<file path="src/hisc_pkg.sv">
// Purpose: Shared constants and types for the host interface strap configuration block
// Assumes: Straps are static after reset release
// Notes:   Select codes and link, command and bus width encodings
package hisc_pkg;

    // Interface select codes
    localparam logic [3:0] SEL_PAR8      = 4'h0;
    localparam logic [3:0] SEL_PAR16     = 4'h1;
    localparam logic [3:0] SEL_PAR24     = 4'h2;
    localparam logic [3:0] SEL_RGB_SPIR  = 4'h3;
    localparam logic [3:0] SEL_RGB_SPIF  = 4'hB;
    localparam logic [3:0] SEL_RGB_I2C   = 4'h4;
    localparam logic [3:0] SEL_DSI       = 4'h5;
    localparam logic [3:0] SEL_MDDI_SPIR = 4'h6;
    localparam logic [3:0] SEL_MDDI_SPIF = 4'hE;
    localparam logic [3:0] SEL_MDDI_I2C  = 4'h7;

    // I2C slave address, upper six bits and low bit choice
    localparam logic [5:0] I2C_ADDR_HI  = 6'h26;

    // Cycles after reset release before straps are captured
    localparam int unsigned STRAP_SETTLE_CYC = 2;

    // PWM period in clock cycles (256 duty steps)
    localparam int unsigned PWM_STEPS = 256;

    // Data path width choice of the parallel port
    typedef enum logic [1:0] {
        HISC_BUS_NONE,
        HISC_BUS_8,
        HISC_BUS_16,
        HISC_BUS_24
    } hisc_bus_e;

    // Host link kind
    typedef enum logic [2:0] {
        HISC_LINK_INVALID,
        HISC_LINK_PARALLEL,
        HISC_LINK_RGB,
        HISC_LINK_DSI,
        HISC_LINK_MDDI
    } hisc_link_e;

    // Command channel kind
    typedef enum logic [2:0] {
        HISC_CMD_NONE,
        HISC_CMD_PARALLEL,
        HISC_CMD_SPI_RISE,
        HISC_CMD_SPI_FALL,
        HISC_CMD_I2C,
        HISC_CMD_DSI
    } hisc_cmd_e;

endpackage

</file>
<file path="src/hisc_pwm.sv">
// Purpose: Backlight PWM generator with 256 duty levels
// Assumes: Duty 0 is constant low, full flag is constant high at any duty
// Notes:   Output registered; duty takes effect at period start
`timescale 1ns/1ps
`default_nettype none
module hisc_pwm
    import hisc_pkg::*;
#(
    parameter int unsigned W = 8
) (
    // Clock and reset
    input  wire logic         i_mclk,
    input  wire logic         i_reset_n,
    // Control
    input  wire logic         i_enable,
    input  wire logic [W-1:0] i_duty,
    input  wire logic         i_full,
    // Output
    output logic              o_pwm
);

    logic [W-1:0] cnt_q;
    logic [W-1:0] cnt_d;
    logic [W-1:0] duty_q;
    logic [W-1:0] duty_d;
    logic         full_q;
    logic         full_d;
    logic         pwm_q;
    logic         pwm_d;

    // Next state: counter wraps, duty sampled at wrap
    always_comb begin
        cnt_d  = cnt_q + W'(1);
        duty_d = duty_q;
        full_d = full_q;
        if (cnt_q == '1) begin
            duty_d = i_duty;
            full_d = i_full;
        end
        pwm_d = i_enable && (full_q || (cnt_q < duty_q));
    end

    // Registers
    always_ff @(posedge i_mclk or negedge i_reset_n) begin
        if (!i_reset_n) begin
            cnt_q  <= '0;
            duty_q <= '0;
            full_q <= 1'b0;
            pwm_q  <= 1'b0;
        end else begin
            cnt_q  <= cnt_d;
            duty_q <= duty_d;
            full_q <= full_d;
            pwm_q  <= pwm_d;
        end
    end

    assign o_pwm = pwm_q;
endmodule
`default_nettype wire

</file>
<file path="src/hisc_top.sv">
// Purpose: Strap capture and host interface configuration for a display driver
// Assumes: Straps constant from before reset release; inputs synchronous to i_mclk
// Notes:   All outputs registered; straps captured once after reset release
// Notes on behaviour
// Codes 0000/0001/0010 pick parallel port of 8/16/24 bits.
// RGB with SPI rise/fall or I2C, DSI, MDDI variants; others invalid.
// Lane-count strap low gives one lane, high gives two lanes.
// DSI honours both swaps; MDDI honours polarity swap only.
// Lane-order swap exchanges lane 0 and lane 1; clock stays middle.
// Polarity swap inverts every pair including clock, combined with order swap.
// Error output low unless enabled; high on CRC or ECC error when enabled.
// Tearing output low until enabled by command; then frame sync.
// Second tearing output equals the primary one.
// RGB bypass strap routes pixels to frame memory or line buffer.
// I2C address is 1001100 or 1001101 from address strap.
// Dual-IO regulator and voltage select only with dual-IO enable high.
// Backlight on/off output drives external LED driver.
// PWM brightness with 256 levels from constant low to constant high.
// Four probe outputs driven, four inputs sensed for attach detection.
// Board keeps straps constant; captured once after reset.
`timescale 1ns/1ps
`default_nettype none
module hisc_top
    import hisc_pkg::*;
#(
    parameter int unsigned PWM_W   = 8,
    parameter int unsigned PROBE_N = 4
) (
    // Clock and reset
    input  wire logic               i_mclk,
    input  wire logic               i_reset_n,
    // Straps
    input  wire logic [3:0]         i_interface_select_strap,
    input  wire logic               i_lane_count_strap,
    input  wire logic               i_lane_order_swap,
    input  wire logic               i_pair_polarity_swap,
    input  wire logic               i_rgb_bypass_strap,
    input  wire logic               i_slave_addr_lsb_strap,
    input  wire logic               i_io_voltage_select,
    input  wire logic               i_dual_io_enable_strap,
    // Runtime control from command decoder
    input  wire logic               i_err_enable,
    input  wire logic               i_crc_ecc_error,
    input  wire logic               i_tear_enable,
    input  wire logic               i_frame_sync,
    input  wire logic               i_backlight_on,
    input  wire logic [PWM_W-1:0]   i_pwm_duty,
    input  wire logic               i_pwm_full,
    input  wire logic [PROBE_N-1:0] i_attach_probe_in,
    // Decoded configuration
    output logic                    o_cfg_valid,
    output hisc_link_e              o_link_kind,
    output hisc_cmd_e               o_cmd_kind,
    output hisc_bus_e               o_bus_width,
    output logic                    o_two_lanes,
    output logic [1:0]              o_lane_map,
    output logic                    o_lane_pol,
    output logic                    o_rgb_to_line_buffer,
    output logic [6:0]              o_i2c_slave_addr,
    output logic                    o_dual_io_regulator,
    output logic                    o_io_level_1v8,
    // Pins
    output logic                    o_link_error,
    output logic                    o_tearing_sync_out_left,
    output logic                    o_tearing_sync_out_right,
    output logic                    o_backlight_on_out,
    output logic                    o_backlight_pwm_out,
    output logic [PROBE_N-1:0]      o_attach_probe_out,
    output logic                    o_attach_ok
);

    // Strap capture state
    logic [1:0] settle_q;
    logic [1:0] settle_d;
    logic       cap_q;
    logic       cap_d;
    hisc_link_e link_q, link_d;
    hisc_cmd_e  cmd_q, cmd_d;
    hisc_bus_e  bus_q, bus_d;
    logic       two_q, two_d;
    logic [1:0] map_q, map_d;
    logic       pol_q, pol_d;
    logic       byp_q, byp_d;
    logic [6:0] addr_q, addr_d;
    logic       dio_q, dio_d;
    logic       v18_q, v18_d;

    // Runtime pin state
    logic               err_q, err_d;
    logic               tear_q, tear_d;
    logic               tear_r_q, tear_r_d;
    logic               bl_q, bl_d;
    logic [PROBE_N-1:0] probe_q, probe_d;
    logic               ok_q, ok_d;

    // Strap decode: next values of the configuration, latched once
    always_comb begin
        settle_d = settle_q;
        cap_d    = cap_q;
        link_d   = link_q;
        cmd_d    = cmd_q;
        bus_d    = bus_q;
        two_d    = two_q;
        map_d    = map_q;
        pol_d    = pol_q;
        byp_d    = byp_q;
        addr_d   = addr_q;
        dio_d    = dio_q;
        v18_d    = v18_q;
        if (!cap_q) begin
            if (settle_q != 2'(STRAP_SETTLE_CYC)) begin
                settle_d = settle_q + 2'h1;
            end else begin
                cap_d  = 1'b1;
                link_d = HISC_LINK_INVALID;
                cmd_d  = HISC_CMD_NONE;
                bus_d  = HISC_BUS_NONE;
                case (i_interface_select_strap)
                    SEL_PAR8: begin
                        link_d = HISC_LINK_PARALLEL;
                        cmd_d  = HISC_CMD_PARALLEL;
                        bus_d  = HISC_BUS_8;
                    end
                    SEL_PAR16: begin
                        link_d = HISC_LINK_PARALLEL;
                        cmd_d  = HISC_CMD_PARALLEL;
                        bus_d  = HISC_BUS_16;
                    end
                    SEL_PAR24: begin
                        link_d = HISC_LINK_PARALLEL;
                        cmd_d  = HISC_CMD_PARALLEL;
                        bus_d  = HISC_BUS_24;
                    end
                    SEL_RGB_SPIR: begin
                        link_d = HISC_LINK_RGB;
                        cmd_d  = HISC_CMD_SPI_RISE;
                    end
                    SEL_RGB_SPIF: begin
                        link_d = HISC_LINK_RGB;
                        cmd_d  = HISC_CMD_SPI_FALL;
                    end
                    SEL_RGB_I2C: begin
                        link_d = HISC_LINK_RGB;
                        cmd_d  = HISC_CMD_I2C;
                    end
                    SEL_DSI: begin
                        link_d = HISC_LINK_DSI;
                        cmd_d  = HISC_CMD_DSI;
                    end
                    SEL_MDDI_SPIR: begin
                        link_d = HISC_LINK_MDDI;
                        cmd_d  = HISC_CMD_SPI_RISE;
                    end
                    SEL_MDDI_SPIF: begin
                        link_d = HISC_LINK_MDDI;
                        cmd_d  = HISC_CMD_SPI_FALL;
                    end
                    SEL_MDDI_I2C: begin
                        link_d = HISC_LINK_MDDI;
                        cmd_d  = HISC_CMD_I2C;
                    end
                    default: begin
                        link_d = HISC_LINK_INVALID;
                    end
                endcase
                two_d  = i_lane_count_strap;
                // Order swap only in DSI; polarity taken in every mode
                map_d  = (i_interface_select_strap == SEL_DSI && i_lane_order_swap)
                         ? 2'h1 : 2'h0;
                pol_d  = i_pair_polarity_swap;
                byp_d  = i_rgb_bypass_strap;
                addr_d = {I2C_ADDR_HI, i_slave_addr_lsb_strap};
                dio_d  = i_dual_io_enable_strap;
                v18_d  = i_dual_io_enable_strap && i_io_voltage_select;
            end
        end
    end

    // Strap registers
    always_ff @(posedge i_mclk or negedge i_reset_n) begin
        if (!i_reset_n) begin
            settle_q <= 2'h0;
            cap_q    <= 1'b0;
            link_q   <= HISC_LINK_INVALID;
            cmd_q    <= HISC_CMD_NONE;
            bus_q    <= HISC_BUS_NONE;
            two_q    <= 1'b0;
            map_q    <= 2'h0;
            pol_q    <= 1'b0;
            byp_q    <= 1'b0;
            addr_q   <= 7'h00;
            dio_q    <= 1'b0;
            v18_q    <= 1'b0;
        end else begin
            settle_q <= settle_d;
            cap_q    <= cap_d;
            link_q   <= link_d;
            cmd_q    <= cmd_d;
            bus_q    <= bus_d;
            two_q    <= two_d;
            map_q    <= map_d;
            pol_q    <= pol_d;
            byp_q    <= byp_d;
            addr_q   <= addr_d;
            dio_q    <= dio_d;
            v18_q    <= v18_d;
        end
    end

    // Runtime pins: error, tearing, backlight, attach probes
    always_comb begin
        err_d    = i_err_enable && i_crc_ecc_error;
        tear_d   = i_tear_enable && i_frame_sync;
        tear_r_d = tear_d;
        bl_d     = i_backlight_on;
        probe_d  = ~probe_q;
        ok_d     = (i_attach_probe_in == probe_q);
    end

    // Runtime registers
    always_ff @(posedge i_mclk or negedge i_reset_n) begin
        if (!i_reset_n) begin
            err_q    <= 1'b0;
            tear_q   <= 1'b0;
            tear_r_q <= 1'b0;
            bl_q     <= 1'b0;
            probe_q  <= '0;
            ok_q     <= 1'b0;
        end else begin
            err_q    <= err_d;
            tear_q   <= tear_d;
            tear_r_q <= tear_r_d;
            bl_q     <= bl_d;
            probe_q  <= probe_d;
            ok_q     <= ok_d;
        end
    end

    // Backlight PWM generator
    hisc_pwm #(
        .W        (PWM_W)
    ) u_pwm (
        .i_mclk   (i_mclk),
        .i_reset_n(i_reset_n),
        .i_enable (1'b1),
        .i_duty   (i_pwm_duty),
        .i_full   (i_pwm_full),
        .o_pwm    (o_backlight_pwm_out)
    );

    // Output assignments
    assign o_cfg_valid              = cap_q;
    assign o_link_kind              = link_q;
    assign o_cmd_kind               = cmd_q;
    assign o_bus_width              = bus_q;
    assign o_two_lanes              = two_q;
    assign o_lane_map               = map_q;
    assign o_lane_pol               = pol_q;
    assign o_rgb_to_line_buffer     = byp_q;
    assign o_i2c_slave_addr         = addr_q;
    assign o_dual_io_regulator      = dio_q;
    assign o_io_level_1v8           = v18_q;
    assign o_link_error             = err_q;
    assign o_tearing_sync_out_left  = tear_q;
    assign o_tearing_sync_out_right = tear_r_q;
    assign o_backlight_on_out       = bl_q;
    assign o_attach_probe_out       = probe_q;
    assign o_attach_ok              = ok_q;
endmodule
`default_nettype wire

</file>
<file path="config.mk">
export PLATFORM = sky130hd
export DESIGN_NAME = hisc_top
export DESIGN_NICKNAME = d
export VERILOG_FILES = /design/src/hisc_pkg.sv /design/src/hisc_pwm.sv /design/src/hisc_top.sv
export SDC_FILE = /design/constraint.sdc
export NUM_CORES = 1
export LEC_CHECK = 0
export BUFFER_PORTS_ARGS = -buffer_cell sky130_fd_sc_hd__buf_4
export CAP_MARGIN = 10
export CORE_AREA = 2 2 74 62
export DETAILED_ROUTE_END_ITERATION = 6
export DIE_AREA = 0 0 76 64
export PLACE_DENSITY_LB_ADDON = 0.1
export SYNTH_ARGS = -nofsm -noshare
export SYNTH_HDL_FRONTEND = slang
export SYNTH_SLANG_ARGS = --single-unit
export TNS_END_PERCENT = 20
</file>
<file path="constraint.sdc">
create_clock -name i_mclk -period 1.6 [get_ports i_mclk]
set_input_delay 0.32 -clock i_mclk [delete_from_list [all_inputs] [get_ports i_mclk]]
set_output_delay 0.32 -clock i_mclk [all_outputs]
set_load 0.005 [all_outputs]
</file>
==> results.ini <==
[sta]
relSlewSlack_pct = 62.7
tns_ns = 0
finalHoldViolations = 0
fin_crit_sh_pct = 92.0
period_minus_slack_ns = 1.47
clock_skew_ns = 0.00468
rsz0062_at_grt = false
max_freq_mhz = 679
worstMarginPinSlew_ns = 0.560
setup_viol_count_final = 0
maxSlewViolCount = 0

[detailed_routing]
drc = 0
vias_per_cell = 4.76
top_layer = met4
met1_length_microns = 1700
wl_microns = 3790
dr.pass1.iters = 4
drtAntennaViolNets = 0
vias = 1409
wl_per_cell_microns = 12.8
drt_iter0_markers = 61
wl_met2_microns = 1850
wl_met3_microns = 204

[clock_tree]
postCtsSetupRepairBufs = 0
cts_max_level = 2
cts_max_path_buffers = 2
clk_pin_slew_ns = 0.09
tritoncts = done
cts_root_buf = clkbuf_8
clk_latency_ns = 0.29
cts.sinks = 45
numCtsBuffers = 5

[place]
dp_hpwl_microns = 2840
placed_area_sq_um = 2450
io_buffers = 59
place_congestion = 0.853
dp_cells = 288

[power]
power.density_nw_per_um2 = 860
p_leak_nw = 1.30
peakVddDrop_v = 0.000757

[grt]
grt_max_degree = 46
grt_pass1_wl_microns = 6470
grt_pass1_vias = 1383
gr-usage-all-layers_pct = 16.8
gr-total-overflow = 0
antenna_found_initial = 0

[setup_path]
rr_startpoint = u_pwm.cnt_q[2]
crit_arrival_ns = 1.65
crit_chain = ha_1 -> o211ai_1 -> a2111oi_2 -> o21bai_1
required_ns = 1.77
crit_slowest_cell = dfrtp_1
end_kind = register
reg2reg_depth = 4
critPathLaunchType = register
path_class = register to register
cp_max_fo = 5
max_stage_delay_ns = 0.43
reg2reg_slack_ns = 0.13
r2r-end = u_pwm.o_pwm

[floorplanning]
die-area_sq_um = 4860
die_w_microns = 76
fp-row-count = 21
core_sq_um = 4070
start_util_pct = 48.9
die_y_microns = 64
pin_count = 64

[synthesis]
yosys-top-cells-area = dfrtp_1 (56%), ha_1 (5.6%), nand2_1 (4.7%)
avgSynthCellArea_sq_um = 11.1
muxShareOfSynthArea_pct = 3.58
synthDominantCellAreaShare_pct = 56.5
syn_inst = 180
synth_cell_types = 37
synth-compound-area-share_pct = 9.48
synth_top_family_by_area = simple AND/OR/NAND/NOR gates
synth-seq-cells = 45
post-synth-top-area-cell = dfrtp_1
yosys_warnings = 0
yosys.area_share.simple_pct = 11.8
synthXorXnorAreaFrac_pct = 5.27
yosys.area_share.adder_pct = 5.65
syn_area_sq_um = 1990
ys_seq_area_share_pct = 56.5

[cells_and_area]
fin_nets = 278
syn_to_final_growth_pct = 29.4
diodes = 0
drive_above_1_share_pct = 34.7
fillCellCount = 346
fin_area_sq_um = 2580
fin_cells = 296

[outcome]
status = complete, no violations

[job]
cap_violations = 0

[worst_hold_path]
hold_path_class = input pin to async pin

-- layout by cell type (no fill, tap or decap), drive strengths merged, types with 2 or more instances in the layout --
cell type,count
and2,2
o21ai,16
nand2b,3
dfrtp,45
mux2,6
buf,62
xnor2,6
conb,4
o31ai,2
nand2,25
clkbuf,5
nand3,4
a21oi,4
inv,16
xor2,6
nor2b,3
nor2,4
ha,9
o41ai,2
-- through the flow --
step                      setup slack [ns]  hold slack, ns  power (mW)  utilization [%]
after floorplan                      0.155          0.0244        1.25                -
after global placement               0.145           0.352        1.37             60.2
after detailed placement            0.0532           0.354        1.37             60.2
after CTS                          0.00754          0.0321        2.24             63.0
after global routing               0.00842          0.0492        2.31             63.3
final                                0.128          0.0138        2.22             63.3
-- worst max-delay path by stage --
| stage | slack (ns) | start | endpoint |
|---|---|---|---|
| finish | 0.13 | u_pwm.cnt_q[2] | u_pwm.o_pwm |
| global route | 0.008 | u_pwm.cnt_q[2] | u_pwm.o_pwm |
| CTS | 0.008 | u_pwm.cnt_q[2] | u_pwm.o_pwm |
| detailed placement | 0.05 | u_pwm.cnt_q[2] | u_pwm.o_pwm |
| global placement | 0.14 | settle_q[0] | o_dual_io_regulator |
| floorplan | 0.15 | u_pwm.cnt_q[0] | u_pwm.full_q |
-- critical path, delay by kind of cell (launching register included) --
kind / cells / cell delay [ns]
AOI/OAI and AO/OA: 3 / 0.61
adders and majority gates: 1 / 0.31
DFF: 1 / 0.43
-- Yosys cell counts (all sizes together) --
cell     number
inv          16
a2111oi       1
conb          1
xor2          6
nand3         4
clkbuf        2
o21bai        1
a211oi        1
o41ai         2
nand2b        3
ha            9
nor4          1
and2          2
a22o          1
a21oi         4
dfrtp        45
nand3b        1
mux2          6
nand4         1
xnor2         6
and4          1
o31ai         2
buf          12
o211ai        1
o21ai        16
nor2          4
nand2        25
or2           1
a2bb2oi       1
nor2b         3
nor3          1
-- cell families after synthesis --
family	count (synthesis)
compound gates	30
xor+xnor	12
fa+ha+maj	9
buf+inv	30
flops	45
mux	6
other cells	1
simple gates	47
-- what timing repair did --
| action | 4_1_cts | 5_1_grt |
|---|---|---|
| endpoints found under the hold margin | 0 | 0 |
| setup endpoints to repair | 0 | 5 |
| resized for setup | 0 | 4 |
| hold buffers | 0 | 0 |
-- flip-flops by register name (all words and copies together), names as in the netlist, 2 cells and up --
register            flops
o_i2c_slave_addr        2
o_link_kind             3
o_cmd_kind              3
u_pwm.duty_q            8
settle_q                2
o_bus_width             2
u_pwm.cnt_q             8
o_attach_probe_out      4
-- power by group --
| part | internal [mW] | switching (mW) |
|---|---|---|
| Sequential | 1.16 | 0.0137 |
| Clock | 0.468 | 0.403 |
| Combinational | 0.0999 | 0.0740 |
-- per-layer routing --
layer	up-vias	track usage, %
li1	693	-
met1	671	21.9
met2	40	27.0
met3	5	6.50
met4	0	3.41
met5	-	0
-- cell type report --
type	instances	area, sq um	share of cell area, %
Sequential cell	45	1130	43.7
Multi-Input combinational cell	108	737	28.6
Timing Repair Buffer	62	469	18.2
Tap cell	57	71.3	2.77
Clock buffer	5	68.8	2.67
Inverter	16	60.1	2.33
Clock inverter	3	46.3	1.80
(Power assumes the default switching activity.)
